## src/common/bls_pkg.sv

```systemverilog
// bls_pkg: register map, field layouts and loss-of-signal counts of the
// line interface status and control block.
// assumes a 200 MHz core clock and a 32-bit APB register bus.
package bls_pkg;

	// ----------------------------------------
	// clock and timing
	// ----------------------------------------
	localparam int unsigned BLS_CLK_MHZ = 200;
	localparam int unsigned BLS_LOS6312_NS = 32000;
	// least time: round up to whole cycles
	localparam int unsigned BLS_LOS6312_CYC = (BLS_LOS6312_NS * BLS_CLK_MHZ + 999) / 1000;

	// ----------------------------------------
	// register offsets (byte addresses)
	// ----------------------------------------
	localparam logic [7:0] BLS_OFS_LIVE = 8'h00;
	localparam logic [7:0] BLS_OFS_LATCHED = 8'h04;
	localparam logic [7:0] BLS_OFS_IRQ_EN = 8'h08;
	localparam logic [7:0] BLS_OFS_CTRL1 = 8'h0C;
	localparam logic [7:0] BLS_OFS_CTRL2 = 8'h10;
	localparam logic [7:0] BLS_OFS_CTRL3 = 8'h14;
	localparam logic [7:0] BLS_OFS_CTRL4 = 8'h18;
	localparam logic [7:0] BLS_OFS_MODE = 8'h1C;

	// ----------------------------------------
	// field layouts
	// ----------------------------------------
	localparam int unsigned BLS_LCS_BIT = 0;
	localparam int unsigned BLS_LBO_LSB = 0;
	localparam int unsigned BLS_TX_TERM_ON_BIT = 3;
	localparam int unsigned BLS_TX_TERM_IMPEDANCE_LSB = 4;
	localparam int unsigned BLS_RX_SENSITIVITY_SELECT_LSB = 0;
	localparam int unsigned BLS_RXMODE_LSB = 0;
	localparam int unsigned BLS_TXMODE_LSB = 2;
	localparam logic [31:0] BLS_RESET_VAL = 32'h0000_0000;

	// live status: bit0 los, bit1 short, bit2 open
	typedef struct packed {
		logic oc;
		logic sc;
		logic los;
	} bls_live_t;

	// latched status, write one to clear
	typedef struct packed {
		logic open_circuit_cleared;
		logic oc;
		logic short_circuit_cleared;
		logic sc;
		logic los;
	} bls_latch_t;

	// fourth line control register, bit6 down to bit0
	typedef struct packed {
		logic remote_loopback_en;
		logic local_loopback_en;
		logic analog_loopback_en;
		logic tx_ais_force;
		logic tx_driver_enable;
		logic tx_power_down;
		logic rx_power_down;
	} bls_ctrl4_t;

	typedef enum logic [1:0] {
		BLS_RX_DS1 = 2'b00,
		BLS_RX_E1 = 2'b01,
		BLS_RX_2048K = 2'b10,
		BLS_RX_6312K = 2'b11
	} bls_rxmode_t;

	// ----------------------------------------
	// loss-of-signal counts, in pulse intervals
	// ----------------------------------------
	localparam logic [11:0] BLS_DS1_DECL = 12'd192;
	localparam logic [11:0] BLS_DS1_WIN = 12'd192;
	localparam logic [11:0] BLS_DS1_ONES = 12'd24;
	localparam logic [11:0] BLS_DS1_ZRUN = 12'd100;
	localparam logic [11:0] BLS_E1_DECL = 12'd255;
	localparam logic [11:0] BLS_E1_WIN = 12'd255;
	localparam logic [11:0] BLS_E1_ONES = 12'd32;
	localparam logic [11:0] BLS_ETSI_DECL = 12'd2048;
	localparam logic [11:0] BLS_ETSI_ONES = 12'd1;

	localparam logic [2:0] BLS_LBO_CSU0 = 3'b101;

	function automatic logic bls_is_csu(input logic [2:0] line_build_out);
		bls_is_csu = (line_build_out >= BLS_LBO_CSU0);
	endfunction : bls_is_csu

endpackage : bls_pkg

```

## src/core/bls_liu_ctrl.sv

```systemverilog
// bls_liu_ctrl: loss-of-signal detection, transmit driver gating, AIS,
// short/open circuit status, loopback steering and APB register file.
// assumes pins from the analog front end arrive asynchronously.
//
// How it works
// - DS1 declares loss after 192 intervals without a pulse.
// - DS1 clears loss on 24+ pulses per 192 and no 100-zero run.
// - loss sets the live bit and the sticky latched bit.
// - latched loss with its enable bit drives the interrupt output.
// - E1/2048k criteria 0 declares loss after 255 empty intervals.
// - criteria 0 clears loss on 32+ pulses within 255 intervals.
// - E1/2048k criteria 1 declares loss after 2048 empty intervals.
// - criteria 1 clears loss on any pulse within 255 intervals.
// - 6312k declares loss after level stays low for 32 us.
// - receiver power-down forces receive outputs low, rx pins high-z.
// - driver enabled only with hiz pin low and driver enable set.
// - forced AIS sends all ones timed by the master clock.
// - short circuit live bit, sticky rise bit and sticky fall bit.
// - each latched short/open bit with its enable raises interrupt.
// - short detection off for CSU build-out codes 101 to 111.
// - open circuit live bit, sticky rise bit and sticky fall bit.
// - open detection off for CSU build-out codes 101 to 111.
// - transmitter power-down makes both tx pins high-z.
// - waveform chosen by tx mode field plus build-out field.
// - analog, local, remote loopbacks each own control bit.
//
// Decided for this implementation: the APB register port and the register addresses.
`timescale 1ns/10ps
module bls_liu_ctrl import bls_pkg::*; #(
	parameter int unsigned LOS6312_CYC = BLS_LOS6312_CYC
) (
	input wire logic core_clk,
	input wire logic sys_rst,
	input wire logic psel,
	input wire logic penable,
	input wire logic pwrite,
	input wire logic [7:0] paddr,
	input wire logic [31:0] pwdata,
	output logic [31:0] prdata,
	output logic pready,
	output logic pslverr,
	input wire logic rx_clk_pin,
	input wire logic rx_pulse_pin,
	input wire logic rx_level_low_pin,
	input wire logic sc_detect_pin,
	input wire logic oc_detect_pin,
	input wire logic tx_hiz_pin,
	input wire logic tx_clk_pin,
	input wire logic bits_mclk_pin,
	input wire logic tx_data_pin,
	output logic rx_data_out,
	output logic rx_los_out,
	output logic rx_line_hiz,
	output logic tx_line_pos_o,
	output logic tx_line_pos_oe,
	output logic tx_line_neg_o,
	output logic tx_line_neg_oe,
	output logic [4:0] tx_waveform_code,
	output logic tx_term_on,
	output logic [1:0] tx_term_impedance,
	output logic [1:0] rx_sensitivity_select,
	output logic analog_loopback_en,
	output logic irq_out_pin
);

	// ----------------------------------------
	// pin synchronisers
	// ----------------------------------------
	localparam int NSYNC = 9;
	logic [NSYNC-1:0] pin_raw;
	logic [NSYNC-1:0] sync1_ff;
	logic [NSYNC-1:0] sync2_ff;
	logic rxclk_d_ff;
	logic txclk_d_ff;
	logic mclk_d_ff;

	assign pin_raw = {tx_data_pin, bits_mclk_pin, tx_clk_pin, tx_hiz_pin, oc_detect_pin,
		sc_detect_pin, rx_level_low_pin, rx_pulse_pin, rx_clk_pin};

	genvar gi;
	generate
		for (gi = 0; gi < NSYNC; gi++) begin : g_sync
			always_ff @(posedge core_clk or posedge sys_rst) begin
				if (sys_rst) begin
					sync1_ff[gi] <= 1'b0;
					sync2_ff[gi] <= 1'b0;
				end else begin
					sync1_ff[gi] <= pin_raw[gi];
					sync2_ff[gi] <= sync1_ff[gi];
				end
			end
		end
	endgenerate

	wire rxclk_s = sync2_ff[0];
	wire pulse_s = sync2_ff[1];
	wire lvl_low_s = sync2_ff[2];
	wire sc_s = sync2_ff[3];
	wire oc_s = sync2_ff[4];
	wire hiz_s = sync2_ff[5];
	wire txclk_s = sync2_ff[6];
	wire mclk_s = sync2_ff[7];
	wire txdat_s = sync2_ff[8];

	always_ff @(posedge core_clk or posedge sys_rst) begin
		if (sys_rst) begin
			rxclk_d_ff <= 1'b0;
			txclk_d_ff <= 1'b0;
			mclk_d_ff <= 1'b0;
		end else begin
			rxclk_d_ff <= rxclk_s;
			txclk_d_ff <= txclk_s;
			mclk_d_ff <= mclk_s;
		end
	end

	// one pulse interval per recovered clock rising edge
	wire rx_tick = rxclk_s & ~rxclk_d_ff;
	wire tclk_tick = txclk_s & ~txclk_d_ff;
	wire mclk_tick = mclk_s & ~mclk_d_ff;

	// ----------------------------------------
	// register file
	// ----------------------------------------
	logic [31:0] lat_ff, ien_ff, ctrl1_ff, ctrl2_ff, ctrl3_ff, ctrl4_ff, mode_ff;
	logic [31:0] prdata_ff;
	logic los_ff, sc_live_ff, oc_live_ff;

	wire setup_ph = psel & ~penable;
	wire wr_acc = psel & penable & pwrite;
	wire hit_live = (paddr == BLS_OFS_LIVE);
	wire hit_lat = (paddr == BLS_OFS_LATCHED);
	wire hit_ien = (paddr == BLS_OFS_IRQ_EN);
	wire hit_c1 = (paddr == BLS_OFS_CTRL1);
	wire hit_c2 = (paddr == BLS_OFS_CTRL2);
	wire hit_c3 = (paddr == BLS_OFS_CTRL3);
	wire hit_c4 = (paddr == BLS_OFS_CTRL4);
	wire hit_md = (paddr == BLS_OFS_MODE);
	wire mapped = hit_live | hit_lat | hit_ien | hit_c1 | hit_c2 | hit_c3 | hit_c4 | hit_md;

	bls_live_t live;
	assign live = '{oc: oc_live_ff, sc: sc_live_ff, los: los_ff};

	wire [31:0] rd_mux = hit_live ? {29'h0, live} :
		hit_lat ? lat_ff : hit_ien ? ien_ff : hit_c1 ? ctrl1_ff :
		hit_c2 ? ctrl2_ff : hit_c3 ? ctrl3_ff : hit_c4 ? ctrl4_ff :
		hit_md ? mode_ff : 32'h0000_0000;

	assign pready = 1'b1;
	assign pslverr = psel & penable & ~mapped;
	assign prdata = prdata_ff;

	bls_ctrl4_t c4;
	assign c4 = bls_ctrl4_t'(ctrl4_ff[6:0]);
	wire loss_criteria_select = ctrl1_ff[BLS_LCS_BIT];
	wire [2:0] line_build_out = ctrl2_ff[BLS_LBO_LSB +: 3];
	wire [1:0] rx_mode = mode_ff[BLS_RXMODE_LSB +: 2];
	wire [1:0] tx_mode = mode_ff[BLS_TXMODE_LSB +: 2];
	wire csu = bls_is_csu(line_build_out);

	always_ff @(posedge core_clk or posedge sys_rst) begin
		if (sys_rst) begin
			ien_ff <= BLS_RESET_VAL;
			ctrl1_ff <= BLS_RESET_VAL;
			ctrl2_ff <= BLS_RESET_VAL;
			ctrl3_ff <= BLS_RESET_VAL;
			ctrl4_ff <= BLS_RESET_VAL;
			mode_ff <= BLS_RESET_VAL;
			prdata_ff <= BLS_RESET_VAL;
		end else begin
			if (setup_ph) begin
				prdata_ff <= rd_mux;
			end
			if (wr_acc && hit_ien) ien_ff <= {27'h0, pwdata[4:0]};
			if (wr_acc && hit_c1) ctrl1_ff <= {31'h0, pwdata[0]};
			if (wr_acc && hit_c2) ctrl2_ff <= {26'h0, pwdata[5:0]};
			if (wr_acc && hit_c3) ctrl3_ff <= {30'h0, pwdata[1:0]};
			if (wr_acc && hit_c4) ctrl4_ff <= {25'h0, pwdata[6:0]};
			if (wr_acc && hit_md) mode_ff <= {28'h0, pwdata[3:0]};
		end
	end

	// ----------------------------------------
	// loss of signal, pulse modes
	// ----------------------------------------
	logic [11:0] zrun_ff;
	logic [11:0] win_ff;
	logic [11:0] ones_ff;
	logic longrun_ff;
	logic [12:0] lvl_cnt_ff;

	wire is_ds1 = (rx_mode == BLS_RX_DS1);
	wire is_6312 = (rx_mode == BLS_RX_6312K);
	wire [11:0] decl_cnt = is_ds1 ? BLS_DS1_DECL : (loss_criteria_select ? BLS_ETSI_DECL : BLS_E1_DECL);
	wire [11:0] win_len = is_ds1 ? BLS_DS1_WIN : BLS_E1_WIN;
	wire [11:0] ones_min = is_ds1 ? BLS_DS1_ONES : (loss_criteria_select ? BLS_ETSI_ONES : BLS_E1_ONES);
	// saturate: a mode change can leave the run above a shorter limit
	wire [11:0] zrun_nxt = pulse_s ? 12'h000 : (zrun_ff >= decl_cnt ? decl_cnt : zrun_ff + 12'h001);
	wire [11:0] ones_nxt = ones_ff + {11'h000, pulse_s};
	wire win_end = (win_ff == win_len - 12'h001);
	wire run_hit = (zrun_nxt >= BLS_DS1_ZRUN);
	wire pulse_decl = rx_tick & (zrun_nxt == decl_cnt);
	// only DS1 vetoes on long zero runs
	wire pulse_clr = rx_tick & win_end & (ones_nxt >= ones_min)
		& ~(is_ds1 & (longrun_ff | run_hit));
	wire lvl_decl = (lvl_cnt_ff == 13'(LOS6312_CYC));

	always_ff @(posedge core_clk or posedge sys_rst) begin
		if (sys_rst) begin
			zrun_ff <= 12'h000;
			win_ff <= 12'h000;
			ones_ff <= 12'h000;
			longrun_ff <= 1'b0;
		end else if (rx_tick) begin
			zrun_ff <= zrun_nxt;
			win_ff <= win_end ? 12'h000 : win_ff + 12'h001;
			ones_ff <= win_end ? 12'h000 : ones_nxt;
			longrun_ff <= win_end ? 1'b0 : (longrun_ff | run_hit);
		end
	end

	// counter stops at the limit so loss stays declared while the level stays low
	always_ff @(posedge core_clk or posedge sys_rst) begin
		if (sys_rst) begin
			lvl_cnt_ff <= 13'h0000;
		end else if (!lvl_low_s || !is_6312) begin
			lvl_cnt_ff <= 13'h0000;
		end else if (!lvl_decl) begin
			lvl_cnt_ff <= lvl_cnt_ff + 13'h0001;
		end
	end

	always_ff @(posedge core_clk or posedge sys_rst) begin
		if (sys_rst) begin
			los_ff <= 1'b0;
		end else if (is_6312) begin
			los_ff <= lvl_decl;
		end else if (pulse_decl) begin
			los_ff <= 1'b1;
		end else if (pulse_clr) begin
			los_ff <= 1'b0;
		end
	end

	// ----------------------------------------
	// short/open circuit live and latched status
	// ----------------------------------------
	logic sc_prev_ff, oc_prev_ff;
	wire sc_live_nxt = sc_s & ~csu;
	wire oc_live_nxt = oc_s & ~csu;

	always_ff @(posedge core_clk or posedge sys_rst) begin
		if (sys_rst) begin
			sc_live_ff <= 1'b0;
			oc_live_ff <= 1'b0;
			sc_prev_ff <= 1'b0;
			oc_prev_ff <= 1'b0;
		end else begin
			sc_live_ff <= sc_live_nxt;
			oc_live_ff <= oc_live_nxt;
			sc_prev_ff <= sc_live_ff;
			oc_prev_ff <= oc_live_ff;
		end
	end

	logic los_prev_ff;
	bls_latch_t evt;
	assign evt = '{open_circuit_cleared: oc_prev_ff & ~oc_live_ff, oc: oc_live_ff & ~oc_prev_ff,
		short_circuit_cleared: sc_prev_ff & ~sc_live_ff, sc: sc_live_ff & ~sc_prev_ff,
		los: los_ff & ~los_prev_ff};
	wire [4:0] w1c = (wr_acc && hit_lat) ? pwdata[4:0] : 5'h00;

	// a new event wins over a clear in the same cycle
	always_ff @(posedge core_clk or posedge sys_rst) begin
		if (sys_rst) begin
			lat_ff <= BLS_RESET_VAL;
			los_prev_ff <= 1'b0;
		end else begin
			los_prev_ff <= los_ff;
			lat_ff <= {27'h0, (lat_ff[4:0] & ~w1c) | evt};
		end
	end

	assign irq_out_pin = |(lat_ff[4:0] & ien_ff[4:0]);

	// ----------------------------------------
	// receive outputs and loopbacks
	// ----------------------------------------
	logic rx_data_ff;
	always_ff @(posedge core_clk or posedge sys_rst) begin
		if (sys_rst) begin
			rx_data_ff <= 1'b0;
		end else if (c4.rx_power_down) begin
			rx_data_ff <= 1'b0;
		end else if (c4.local_loopback_en) begin
			rx_data_ff <= txdat_s;
		end else if (rx_tick) begin
			rx_data_ff <= pulse_s;
		end
	end

	assign rx_data_out = rx_data_ff;
	assign rx_los_out = los_ff & ~c4.rx_power_down;
	assign rx_line_hiz = c4.rx_power_down;
	assign analog_loopback_en = c4.analog_loopback_en;

	// ----------------------------------------
	// transmit path
	// ----------------------------------------
	logic pos_ff, neg_ff, pol_ff;
	wire tx_tick = c4.tx_ais_force ? mclk_tick : tclk_tick;
	wire tx_src = c4.remote_loopback_en ? rx_data_ff : txdat_s;
	wire tx_bit = c4.tx_ais_force | tx_src;

	// marks alternate polarity so the line stays balanced
	always_ff @(posedge core_clk or posedge sys_rst) begin
		if (sys_rst) begin
			pos_ff <= 1'b0;
			neg_ff <= 1'b0;
			pol_ff <= 1'b0;
		end else if (tx_tick) begin
			pos_ff <= tx_bit & ~pol_ff;
			neg_ff <= tx_bit & pol_ff;
			pol_ff <= pol_ff ^ tx_bit;
		end
	end

	wire drv_en = ~hiz_s & c4.tx_driver_enable & ~c4.tx_power_down;
	assign tx_line_pos_o = pos_ff;
	assign tx_line_neg_o = neg_ff;
	assign tx_line_pos_oe = drv_en;
	assign tx_line_neg_oe = drv_en;
	assign tx_waveform_code = {tx_mode, line_build_out};
	// termination is switched on by CTRL2 bit 3, off after reset; software must program it
	assign tx_term_on = ctrl2_ff[BLS_TX_TERM_ON_BIT];
	assign tx_term_impedance = ctrl2_ff[BLS_TX_TERM_IMPEDANCE_LSB +: 2];
	assign rx_sensitivity_select = ctrl3_ff[BLS_RX_SENSITIVITY_SELECT_LSB +: 2];

	// ----------------------------------------
	// assertions
	// ----------------------------------------
	a_irq_follows: assert property (@(posedge core_clk) disable iff (sys_rst)
		($rose(los_ff) && ien_ff[0]) |=> (!ien_ff[0] || irq_out_pin))
		else $error("irq low after enabled loss event");
	a_los_declare: assert property (@(posedge core_clk) disable iff (sys_rst)
		(!is_6312 && rx_tick && !pulse_s && zrun_ff == decl_cnt - 12'h001) |=> los_ff)
		else $error("loss not declared at count");
	a_los_latch: assert property (@(posedge core_clk) disable iff (sys_rst)
		$rose(los_ff) |=> lat_ff[0])
		else $error("latched loss not set");
	a_tx_hiz_gate: assert property (@(posedge core_clk) disable iff (sys_rst)
		(hiz_s || !c4.tx_driver_enable) |-> !tx_line_pos_oe && !tx_line_neg_oe)
		else $error("driver on while disabled");
	a_tpd_hiz: assert property (@(posedge core_clk) disable iff (sys_rst)
		c4.tx_power_down |-> !tx_line_pos_oe && !tx_line_neg_oe)
		else $error("driver on in power down");
	a_rpd_low: assert property (@(posedge core_clk) disable iff (sys_rst)
		c4.rx_power_down && $past(c4.rx_power_down) |-> !rx_data_out && !rx_los_out)
		else $error("receive output high in power down");
	a_csu_no_sc: assert property (@(posedge core_clk) disable iff (sys_rst)
		csu && $past(csu) |-> !sc_live_ff && !oc_live_ff)
		else $error("circuit detection active in csu");
	a_scc_latch: assert property (@(posedge core_clk) disable iff (sys_rst)
		$fell(sc_live_ff) |=> lat_ff[2])
		else $error("short cleared not latched");
	a_occ_latch: assert property (@(posedge core_clk) disable iff (sys_rst)
		$fell(oc_live_ff) |=> lat_ff[4])
		else $error("open cleared not latched");
	a_ais_ones: assert property (@(posedge core_clk) disable iff (sys_rst)
		(c4.tx_ais_force && mclk_tick) |=> (tx_line_pos_o ^ tx_line_neg_o))
		else $error("ais mark missing");
	a_lvl_declare: assert property (@(posedge core_clk) disable iff (sys_rst)
		(is_6312 && lvl_decl) |=> los_ff)
		else $error("6312k loss not declared");

endmodule : bls_liu_ctrl

```

## config.mk

```make
export PLATFORM = sky130hd
export DESIGN_NAME = bls_liu_ctrl
export DESIGN_NICKNAME = d
export VERILOG_FILES = /design/src/common/bls_pkg.sv /design/src/core/bls_liu_ctrl.sv
export SDC_FILE = /design/constraint.sdc
export NUM_CORES = 1
export LEC_CHECK = 0
export BUFFER_PORTS_ARGS = -buffer_cell sky130_fd_sc_hd__buf_4
export CAP_MARGIN = 5
export CELL_PAD_IN_SITES_DETAIL_PLACEMENT = 1
export CELL_PAD_IN_SITES_GLOBAL_PLACEMENT = 1
export CORE_MARGIN = 4
export CORE_UTILIZATION = 40
export DETAILED_ROUTE_END_ITERATION = 7
export HOLD_SLACK_MARGIN = 0.05
export PLACE_DENSITY = 0.77
export REMOVE_ABC_BUFFERS = 1
export SLEW_MARGIN = 25
export SYNTH_ARGS = -nofsm -noshare
export SYNTH_HDL_FRONTEND = slang
export SYNTH_SLANG_ARGS = --single-unit
```

## constraint.sdc

```tcl
create_clock -name core_clk -period 5.3 [get_ports core_clk]
set_input_delay 0.53 -clock core_clk [delete_from_list [all_inputs] [get_ports core_clk]]
set_output_delay 0.53 -clock core_clk [all_outputs]
set_load 0.02 [all_outputs]
```

Word-level counts from Yosys, hierarchy flattened. Index checks and enable logic that the tools add are counted.

Register bits: 143. Input bits: 54. Output and inout bits: 53. Word-level logic and storage cells: 163.

Add/subtract/negate cells: 5. $lt $le $gt $ge: 4. Eq/ne operators: 12. Muxes and demuxes: 29. Bitwise logic cells: 54. Reduce and logical (&&, ||, !) cells: 15.

Operators with widths (number): 2-to-1 mux 12 bit (6); 2-to-1 mux 7 bit (7); equality test 8 x 5 -> 1 bit, second input constant (4); 2-to-1 mux 13 bit (2); adder 12 x 1 -> 12 bit, second input constant (2); bitwise AND 1 bit (24); equality test 12 bit (2); 2-to-1 mux 6 bit (3); equality test 8 x 4 -> 1 bit, second input constant (2); inverter 1 bit (16); adder 13 x 1 -> 13 bit, second input constant (1); equality test 13 bit, second input constant (1); adder 12 x 1 -> 12 bit (1); greater-or-equal comparator 12 bit (1); greater-or-equal comparator 12 x 6 -> 1 bit (1); greater-or-equal comparator 12 x 7 -> 1 bit, second input constant (1); bitwise AND 5 bit (2); 2-to-1 mux 1 bit (9); OR 1 bit (9); subtractor 8 x 1 -> 9 bit, second input constant (1); equality test 8 x 3 -> 1 bit, second input constant (1); zero test 8 bit (1); logical AND 1 bit (7); nonzero test 3 bit (2); 12 further kinds (13).

Logic depth before layout (Yosys ltp). Gate-level depths: netlist of run 1.

Depth after elaboration: 13. Gate-level depth with buffers: 11.

Worst setup path before layout of run 1. Ideal clock, no wire load.

Path kind: register to register. Start point: register mode_ff[0]. End point: register los_ff. Data arrival time: 2.346 ns. Data required time: 5.152 ns. Slack: 2.806 ns. Stages on the path, launching flop included: 11. Buffers on the path: 0. Clock period less this slack: 2.494 ns. Cell sequence: dfrtp_1 -> or2_4 -> nor2b_4 -> inv_4 -> ha_1 -> a21oi_1 -> a21oi_1 -> o31ai_2 -> nand4_1 -> o41ai_1 -> o311ai_0.

Longest elaborated chain between the ends: 11. Elaborated cells on any way between the ends: 23. Classes of those cells: 1 x add/sub; 3 x order compare; 3 x eq/ne; 7 x mux; 7 x bitwise; 2 x reduce/logical.

Ends and longest elaborated chain: start: declaration (line bls_liu_ctrl.sv:125) `logic [31:0] lat_ff, ien_ff, ctrl1_ff, ctrl2_ff, ctrl3_ff, ctrl4_ff, mode_ff;`; start signal: assignment (line bls_liu_ctrl.sv:179) `if (wr_acc && hit_md) mode_ff <= {28'h0, pwdata[3:0]};`; zero test 2 bit (line bls_liu_ctrl.sv:192) `wire is_ds1 = (rx_mode == BLS_RX_DS1);`; 2-to-1 mux 12 bit (line bls_liu_ctrl.sv:194) `wire [11:0] decl_cnt = is_ds1 ? BLS_DS1_DECL : (loss_criteria_select ? BLS_ETSI_DECL : BLS_E1_DECL);`; greater-or-equal comparator 12 bit (line bls_liu_ctrl.sv:198) `wire [11:0] zrun_nxt = pulse_s ? 12'h000 : (zrun_ff >= decl_cnt ? decl_cnt : zrun_ff + 12'h001);`; 2-to-1 mux 12 bit (2 in a row) (line bls_liu_ctrl.sv:198); greater-or-equal comparator 12 x 7 -> 1 bit (line bls_liu_ctrl.sv:201) `wire run_hit = (zrun_nxt >= BLS_DS1_ZRUN);`; OR 1 bit (line bls_liu_ctrl.sv:205) `& ~(is_ds1 & (longrun_ff | run_hit));`; bitwise AND 1 bit (line bls_liu_ctrl.sv:205); inverter 1 bit (line bls_liu_ctrl.sv:205); bitwise AND 1 bit (line bls_liu_ctrl.sv:205); nonzero test 3 bit (no line); end signal: assignment (line bls_liu_ctrl.sv:237) `los_ff <= lvl_decl;`; end: declaration (line bls_liu_ctrl.sv:127) `logic los_ff, sc_live_ff, oc_live_ff;`.

Several ways; a longest one is shown, not always the timed one. A chain may end at the register's enable or synchronous reset.

Worst setup path in the final report of run 1.
Start point: register mode_ff[1]. End point: register los_ff.

The elaborated chain is that of the path after synthesis.

==> results by group, run 1 <==
GRT
  – Initial antenna violation count: 0
  – Busiest grt layer: met2
  – Gr ovfl total: 0
  – Total track usage: just under 20%
  – First-pass GRT wire length: 28370 µm
  – Vias in the first global route: ~5400
  – GRT met3 Usage: just under 4%
  – Met2 GRT Util: 33.72%
  – GRT met1 Usage: between 20% and 30%
  – Largest net degree at the start of global routing: 74

Logic synthesis
  – Synth unique cells: between 60 and 70
  – Post-Syn Instances: between 600 and 700
  – Register area share after synthesis: 47.33%
  – Commonest cells post-synth: dfrtp_1 (118), nand2_1 (63), nor2_1 (50), o21ai_0 (39), buf_4 (30)
  – Register bit count reported by yosys: 118
  – Main synth FF type: dfrtp_1
  – Synth warn: 0
  – Mapped Area: ~6200 µm²
  – Leading area contributor after synthesis: dfrtp_1
  – FFs w/ async S/R, synth: 100.0%
  – Synth Area per Inst: between 9 and 10 µm²
  – Post-synth EDFFs: 0
  – Top post-synthesis cells by area: dfrtp_1 (47%), mux2_2 (5.1%), nand2_1 (3.8%), buf_4 (3.6%), ha_1 (3.4%)
  – Cell with the most instances after synthesis: dfrtp_1
  – Synth top area share: 47.33%

Outcome
  – Status: completed

Clock network
  – CTS Hold Bufs: 0
  – Cts bufs inserted: 17
  – Setup bufs post-CTS: 0
  – Clock sinks: around 120
  – # H-tree levels: 4
  – Root Driver: clkbuf_16
  – Post-CTS sizing: 0
  – Clk buf depth: 2
  – Later-pin clock latency in the skew report: around 0.42 ns
  – Clk pin slew, worst setup/hold paths: about 0.060 ns
  – CTS tree: yes

Critical path
  – Crit path launch type: flip-flop
  – Worst-path maximum fanout: 9
  – CP required: ~5.6 ns
  – CP Class: reg -> reg
  – Crit end category: flip-flop
  – Crit-path slowest cell: o41ai_1
  – Most Frequent Cell on Critical Path: a21oi_1
  – Cells on worst reg2reg path: 10
  – Max incr delay on CP: about 0.54 ns
  – WP data arrival: 3.31 ns
  – Cell Chain, Critical Path: or2_4 -> nor2b_4 -> inv_4 -> ha_1 -> a21oi_1 -> a21oi_1 -> o31ai_2 -> nand4_1 -> o41ai_1 -> o311ai_0

Routing
  – Via count: approximately 5000
  – Post-Route WL: 16650 µm
  – Avg WL per Cell: around 18 µm
  – DRC violations left: 0
  – Average vias per placed instance: 5.515
  – Pre-Repair DR Iteration Count: 5
  – Post-detailed-route count of antenna-violating nets: 0
  – Drt initial violations: between 200 and 300

Placed design
  – Placer Congestion: between 0.8 and 0.9
  – Post-DP HPWL: 11030 µm
  – Setup WS pre-CTS: about 2.4 ns
  – IO buf count: 55

Die
  – Starting density of the core: between 40% and 50%
  – Row Count: 45
  – Die Span Y: roughly 130 µm
  – Die area: ~18000 µm²
  – Core Area: 15260 µm²
  – Io pins: roughly 110
  – Die width: between 100 and 150 µm

Finish
  – N_diodes: 0
  – Area occupied by multi-input gates: about 2900 µm²
  – FF+latch area: about 3000 µm²
  – NumNets Final: ~750
  – Layout cell share with drive strength beyond 1: 18.30%
  – Synth-to-Final Area Change: 16.81%
  – Fillers: between 1500 and 2000
  – Post-layout util: a little under half

Min path
  – Hold Crit Class: in -> async

Pwr
  – Max VDD drop: 0.2208 mV
  – PnR Total Power: between 2 and 2.5 mW
  – Pwr Density: 328.3 nW/µm²
  – Leak: around 3.3 nW

STA
  – Max Transition Viols Final: 0
  – Slew @ Worst Pin: between 0.8 and 0.9 ns
  – Relative slew slack: 44.90%
  – Clock Skew: 0.008524 ns
  – Final worst path period share: 57.39%
  – Final setup vio count: 0
  – Setup total negative slack: 0 ns
  – Final Critical Period: approximately 3 ns
  – RSZ-0062 raised after global routing: false
  – Final setup margin: about 2.3 ns
  – F_max: approximately 0.33 GHz
  – Final Hold Vio Count: 0

Flow run
  – MaxCap Viol Count: 0
[critical path: cells and delay by family, from the launching register on]
family	cells	cell delay, ns
buf+inv	1	0.08
simple gates	3	0.62
flops	1	0.49
compound gates	5	1.38
fa+ha+maj	1	0.32
[path summary, 6_finish.rpt]
| check | start | endpoint | slack [ns] |
|---|---|---|---|
| setup / recovery | mode_ff[1]$_DFFE_PP0P_ | los_ff$_DFFE_PP0P_ | 2.26 |
| max in group asynchronous | sys_rst | prdata[5]$_DFFE_PP0P_ | 4.02 |
| hold / removal | sys_rst | sync1_ff[0]$_DFF_PP0_ | 0.22 |
| setup reg to reg | mode_ff[1]$_DFFE_PP0P_ | los_ff$_DFFE_PP0P_ | 2.26 |
| min in group core_clk | tx_data_pin | sync1_ff[8]$_DFF_PP0_ | 0.22 |
| hold reg to reg | sync1_ff[5]$_DFF_PP0_ | hiz_s$_DFF_PP0_ | 0.34 |
[metal layers]
metal | up-vias | wire (µm)
met3 | 27 | 714
met1 | 2524 | 7194
li1 | 2318 | -
met4 | 0 | 294
met2 | 122 | 8445
met5 | - | 0
[cells by family (layout without fill, tap and decap cells)]
family,count (synthesis),in the layout,share of synthesized area [%]
AND/OR/NAND/NOR,226,226,18.41
AO/OA/AOI/OAI,133,133,14.00
flip-flops,118,118,47.33
buffers and inverters,76,114,7.000
multiplexers,36,36,6.338
XOR/XNOR,23,23,3.229
adder cells (fa/ha/maj),18,18,3.570
other,2,26,0.1204
[placed cells by master (no fill, tap or decap), drive strengths merged, types with 12 or more instances in the layout]
cell type | synthesis | routed
nor2 | 50 | 50
mux2 | 28 | 28
ha | 17 | 17
dfrtp | 118 | 118
nand2 | 63 | 63
conb | 2 | 26
a21oi | 25 | 25
inv | 24 | 24
nand3 | 30 | 30
xnor2 | 12 | 12
clkbuf | 14 | 22
o21ai | 40 | 40
buf | 38 | 59
[final cells by class]
type | instances | area share (%)
Inverter | 24 | 1.339
Clock buffer | 22 | 6.370
Clock inverter | 9 | 1.734
Sequential cell | 118 | 40.52
Multi-Input combinational cell | 462 | 40.33
Tap cell | 211 | 3.623
Timing Repair Buffer | 59 | 6.078
[state kept, by name, summed over array words and instances, names as in the netlist, 6 cells and up]
name,count
ones_ff,12
win_ff,12
zrun_ff,12
lvl_cnt_ff,13
ctrl2_ff,6
prdata,7
ctrl4_ff,7
sync1_ff,9
[per-stage QoR]
stage / instance area, µm² / instances / hold WS [ns]
after global routing: 7287 / 905 / 0.2064
final: 7287 / 905 / 0.2184
after global placement: 6694 / 874 / 0.3326
after CTS: 7284 / 905 / 0.2058
after floorplan: 5984 / 604 / 0.3312
after detailed placement: 6694 / 874 / 0.3356
[power by group]
group	internal (mW)	switching (mW)	total, mW
Sequential	0.951	0.0606	1.01
Clock	0.758	0.405	1.16
Combinational	0.0840	0.134	0.218
Note: power is estimated with default switching activity, not from simulation.
==> run 2, diff against run 1 <==
Settings changed: ABC_AREA set to 1, PLACE_DENSITY 0.77 to 0.79.
Clock period 5.3 ns to 3 ns, I/O delays scaled along.
==> results by group, run 2 <==
Routing
  – Post-Route WL: between 15000 and 20000 µm
  – Avg WL per Cell: approximately 16 µm
  – DRC violations left: 0
  – Post-detailed-route count of antenna-violating nets: 0
  – Average vias per placed instance: just over 5
  – Drt initial violations: roughly 300
  – Pre-Repair DR Iteration Count: 4
  – Via count: about 5300

Clock network
  – Clk pin slew, worst setup/hold paths: 0.06 ns
  – Cts bufs inserted: 17
  – Later-pin clock latency in the skew report: between 0.4 and 0.5 ns
  – Root Driver: clkbuf_16
  – CTS tree: yes
  – Clk buf depth: 2
  – # H-tree levels: 4
  – Clock sinks: 118
  – Setup bufs post-CTS: 0

Die
  – Core Area: 14750 µm²
  – Die Span Y: around 130 µm
  – Die width: approximately 130 µm
  – Die area: 17330 µm²
  – Io pins: approximately 110
  – Row Count: 44
  – Starting density of the core: 41.45%

Critical path
  – Worst-path maximum fanout: 10
  – CP required: 3.31 ns
  – Crit Reg-Reg Startpoint: mode_ff[1]$_DFFE_PP0P_
  – Crit end category: flip-flop
  – Crit path launch type: flip-flop
  – CP Class: reg -> reg
  – WP data arrival: approximately 3 ns
  – Setup crit start: mode_ff[1]$_DFFE_PP0P_

Logic synthesis
  – FFs w/ async S/R, synth: between 90% and 100%
  – Leading area contributor after synthesis: dfrtp_1
  – Cell with the most instances after synthesis: nand2_1
  – Mapped Area: roughly 6000 µm²
  – Synth unique cells: 40
  – Main synth FF type: dfrtp_1
  – Post-synth EDFFs: 0
  – Register area share after synthesis: a little under 50%
  – Synth Area per Inst: slightly above 8 µm²
  – Top post-synthesis cells by area: dfrtp_1 (48%), nand2_1 (11%), o21ai_0 (5.9%), inv_1 (5.5%), nor2_1 (4.2%)
  – Commonest cells post-synth: nand2_1 (173), dfrtp_1 (118), inv_1 (89), o21ai_0 (72), nor2_1 (69)
  – Register bit count reported by yosys: ~120
  – Synth warn: 0
  – Post-Syn Instances: ~740
  – Synth top area share: between 40 and 50%

Finish
  – Most frequent cells in the layout: nand2_1 (173), dfrtp_1 (118), inv_1 (88)
  – Layout cell share with drive strength beyond 1: 14.22%
  – Synth-to-Final Area Change: 21.01%
  – Commonest non-fill, non-tap cell in the layout: nand2_1
  – N_diodes: 0
  – Fillers: 1760
  – NumNets Final: around 900
  – Max reg flops: 13
  – Register with the most flip-flops: lvl_cnt_ff

Placed design
  – Setup WS pre-CTS: roughly 0.34 ns
  – IO buf count: 55
  – Placer Congestion: 0.8364
  – Post-DP HPWL: approximately 12000 µm

STA
  – RSZ-0062 raised after global routing: false
  – Final setup margin: between 0.3 and 0.4 ns
  – Final Critical Period: 2.683 ns
  – Final setup vio count: 0
  – F_max: 0.3728 GHz
  – Final Hold Vio Count: 0
  – Final worst path period share: roughly nine tenths
  – Relative slew slack: 44.09%
  – Clock Skew: between 0.004 and 0.005 ns
  – Slew @ Worst Pin: 0.8387 ns
  – Max Transition Viols Final: 0
  – Hold slack: around 0.047 ns

Flow run
  – MaxCap Viol Count: 0

Min path
  – Hold Crit Class: in -> async

Pwr
  – Leak: around 3.6 nW
  – Reg power frac: approximately 41%
  – Max VDD drop: ~0.42 mV
  – Int Power: approximately 3.2 mW
  – Clock power share: between 40 and 50%
  – Psw: around 1.2 mW
  – Combinational power share: 11.1%
  – Pwr Density: 597.1 nW/µm²
  – Switch share: roughly 27%

GRT
  – Total track usage: 20.39%
  – Initial antenna violation count: 0
  – Vias in the first global route: ~5800
  – First-pass GRT wire length: around 29000 µm
  – Gr ovfl total: 0
  – Largest net degree at the start of global routing: between 60 and 70

Outcome
  – Status: completed
[run 2: stage by stage]
step	utilization [%]	instances	instance area, µm²	total power [mW]	TNS [ns]
after floorplan	-	731	5958	2.110	-50.64
after global placement	45.35	980	6691	2.252	0
after detailed placement	45.35	980	6691	2.287	0
after CTS	50.16	1021	7401	4.466	0
after global routing	50.16	1021	7401	4.628	0
final	50.16	1021	7401	4.419	0
[run 2: per-layer routing]
layer / track usage, % / part of all wire, %
met3: 4.702 / 4.9
met1: 23.75 / 41
met4: 7.701 / 1.7
met5: 0 / 0
met2: 36.56 / 53
[run 2: layout make-up]
type | count | area, µm² | area share, %
multi-input cells | 519 | 2653 | 35.84
well taps | 184 | 230.2 | 3.111
clock buffers | 17 | 425.4 | 5.748
repair buffers | 74 | 590.6 | 7.980
clock inverters | 15 | 193.9 | 2.620
inverters | 94 | 355.3 | 4.801
flip-flops and latches | 118 | 2953 | 39.90
[run 2: kinds of logic after synthesis]
logic type | Yosys count | share of synthesized area [%]
AND/OR/NAND/NOR | 329 | 23.00
adder cells (fa/ha/maj) | 17 | 3.478
multiplexers | 2 | 0.3682
XOR/XNOR | 23 | 3.294
AO/OA/AOI/OAI | 122 | 11.64
flip-flops | 118 | 48.28
buffers and inverters | 131 | 9.820
other | 2 | 0.1228
[run 2: worst paths after layout]
check                                          endpoint  slack, ns  cells past startpoint
worst min register to register        txclk_s$_DFF_PP0_       0.35                      0
min in group core_clk           ctrl4_ff[6]$_DFFE_PP0P_       0.12                      3
max in group asynchronous         prdata[0]$_DFFE_PP0P_       2.16                      3
worst max register to register       los_ff$_DFFE_PP0P_       0.32                     17
worst max-delay path                 los_ff$_DFFE_PP0P_       0.32                     17
worst min-delay path              sync1_ff[2]$_DFF_PP0_       0.05                      2
[run 2: power by group through the flow]
stage / combinational [mW] / sequential [mW] / clock, mW
floorplan: 0.308 / 1.80 / 0
global placement: 0.447 / 1.80 / 0
detailed placement: 0.474 / 1.81 / 0
CTS: 0.495 / 1.79 / 2.18
global route: 0.555 / 1.80 / 2.27
finish: 0.489 / 1.79 / 2.14
[run 2: worst max-delay path: stages, from the launching register on]
cell and delay [ns]:
dfrtp_1 0.42, buf_4 0.18, o21ai_4 0.19, ha_1 0.30, a21oi_1 0.13, o21ai_0 0.14
a21oi_4 0.29, nand2_2 0.12, nand2_2 0.09, nand2_1 0.06, nand2_1 0.11, nand3_1 0.09
nor2_1 0.14, nand2_1 0.07, nand2_1 0.06, nand2_1 0.04, nand2_1 0.07, a21oi_2 0.05
[run 2: timing repair]
item                      CTS  global route
hold buffers                9             0
hold endpoints to repair    9             0
resized for setup           0             0
==> run 3, diff against run 2 <==
Settings changed: BUFFER_PORTS_ARGS -buffer_cell sky130_fd_sc_hd__buf_4 to unset, DONT_BUFFER_PORTS set to 1, PLACE_DENSITY 0.79 to 0.71.
==> results by group, run 3 (same netlist as run 2, synthesis figures left out) <==
Outcome
  – Status: completed

Routing
  – Average vias per placed instance: slightly above 5
  – Pre-Repair DR Iteration Count: 4
  – Via count: approximately 5000
  – DRC violations left: 0
  – Post-detailed-route count of antenna-violating nets: 0
  – Avg WL per Cell: about 16 µm
  – Drt initial violations: about 210
  – Post-Route WL: 15150 µm

Critical path
  – Worst-path maximum fanout: 6
  – Worst Path Buf+Inv: 2
  – Crit end category: flip-flop
  – Most Frequent Cell on Critical Path: nand2_1
  – WP data arrival: slightly below 3 ns
  – CP required: roughly 3.3 ns
  – Crit path launch type: flip-flop
  – CP Class: reg -> reg
  – Crit-path slowest cell: dfrtp_1
  – Crit-path leading delay family: compound AO/OA/AOI/OAI gates
  – Cell Chain, Critical Path: buf_4 -> o21ai_4 -> ha_1 -> a21oi_1 -> o21ai_0 -> a21oi_4 -> buf_4 -> nand3_1 -> nand3_1 -> nand3_1 -> nor2_1 -> nand2_1 -> nand2_1 -> nand2_1 -> nand2_1 -> a21oi_2
  – Max incr delay on CP: roughly 0.40 ns

GRT
  – Total track usage: ~18%
  – Initial antenna violation count: 0
  – Gr ovfl total: 0
  – Largest net degree at the start of global routing: 70
  – Vias in the first global route: between 5000 and 6000
  – First-pass GRT wire length: roughly 26000 µm

Finish
  – Most frequent cells in the layout: nand2_1 (173), dfrtp_1 (118), inv_1 (88)
  – Synth-to-Final Area Change: 13.97%
  – N_diodes: 0
  – Layout cell share with drive strength beyond 1: between 8 and 9%
  – Max reg flops: 13
  – Fillers: ~1800
  – NumNets Final: between 800 and 900
  – Register with the most flip-flops: lvl_cnt_ff
  – Commonest non-fill, non-tap cell in the layout: nand2_1

Clock network
  – Clock sinks: roughly 120
  – Cts bufs inserted: 17
  – Clk buf depth: 2
  – # H-tree levels: 4
  – Root Driver: clkbuf_16
  – CTS tree: yes
  – Later-pin clock latency in the skew report: 0.42 ns
  – Clk pin slew, worst setup/hold paths: roughly 0.06 ns

STA
  – Clock Skew: roughly 0.0071 ns
  – Max Transition Viols Final: 0
  – Final setup vio count: 0
  – Setup total negative slack: 0 ns
  – F_max: about 0.37 GHz
  – Slew @ Worst Pin: 0.7835 ns
  – Final Critical Period: about 2.7 ns
  – Relative slew slack: 47.28%
  – Final Hold Vio Count: 0
  – Hold slack: approximately 0.067 ns
  – RSZ-0062 raised after global routing: false
  – Final worst path period share: between 80% and 90%

Die
  – Die area: about 17000 µm²
  – Starting density of the core: roughly two fifths
  – Core Area: 14750 µm²
  – Die Span Y: approximately 130 µm
  – Row Count: 44
  – Die width: between 100 and 150 µm
  – Io pins: roughly 110

Placed design
  – IO buf count: 0
  – Post-DP HPWL: 11420 µm
  – Placer Congestion: slightly above 0.8

Pwr
  – Pwr Density: just under 600 nW/µm²
  – Max VDD drop: 0.4315 mV
  – Leak: approximately 3.3 nW
  – PnR Total Power: ~4.1 mW

Flow run
  – MaxCap Viol Count: 0

Min path
  – Hold Crit Class: in -> reg
[run 3: what timing repair did]
| item | CTS | global route |
|---|---|---|
| buffers inserted | 0 | 0 |
| setup endpoints to repair | 0 | 1 |
| hold buffers | 12 | 0 |
| resized for setup | 0 | 1 |
| hold endpoints to repair | 60 | 0 |
[run 3: path summary, 6_finish.rpt]
kind	from	to	slack [ns]	cells after the start
setup / recovery	mode_ff[0]$_DFFE_PP0P_	los_ff$_DFFE_PP0P_	0.32	16
hold / removal	pwdata[5]	ctrl4_ff[5]$_DFFE_PP0P_	0.07	2
setup reg to reg	mode_ff[0]$_DFFE_PP0P_	los_ff$_DFFE_PP0P_	0.32	16
hold reg to reg	sync1_ff[3]$_DFF_PP0_	sc_s$_DFF_PP0_	0.35	0
max in group asynchronous	sys_rst	sc_s$_DFF_PP0_	1.74	3
min in group asynchronous	sys_rst	lvl_cnt_ff[11]$_DFFE_PP0P_	0.45	2
[run 3: per-layer routing]
metal  up-vias  wire, µm  GRT usage (%)
met5         -         0              0
met4         0       306          6.301
met3        30       740          5.352
met2       105      7532          31.40
met1      2422      6571          22.11
li1       2447         -              -
[run 3: power by group]
part / internal [mW] / leakage (nW) / switching [mW]
clock network: 1.09 / 0.265 / 0.797
registers: 1.69 / 1.53 / 0.106
logic: 0.144 / 1.47 / 0.259
total: 2.93 / 3.27 / 1.16
[run 3: through the flow]
stage	worst slack, ns	utilization [%]	cells	cell area (µm²)
finish	0.3238	47.24	971	6970
global route	0.02006	47.24	971	6970
CTS	0.1805	47.23	971	6968
detailed placement	0.1933	42.66	927	6294
global placement	0.2318	42.66	927	6294
floorplan	-0.4291	-	731	5958
[run 3: layout make-up]
type,count,area (µm²),area share (%)
Sequential cell,118,2953,42.36
Tap cell,184,230.2,3.303
Clock buffer,18,439.2,6.300
Timing Repair Buffer,24,222.7,3.195
Inverter,94,355.3,5.098
Clock inverter,14,115.1,1.651
Multi-Input combinational cell,519,2655,38.09
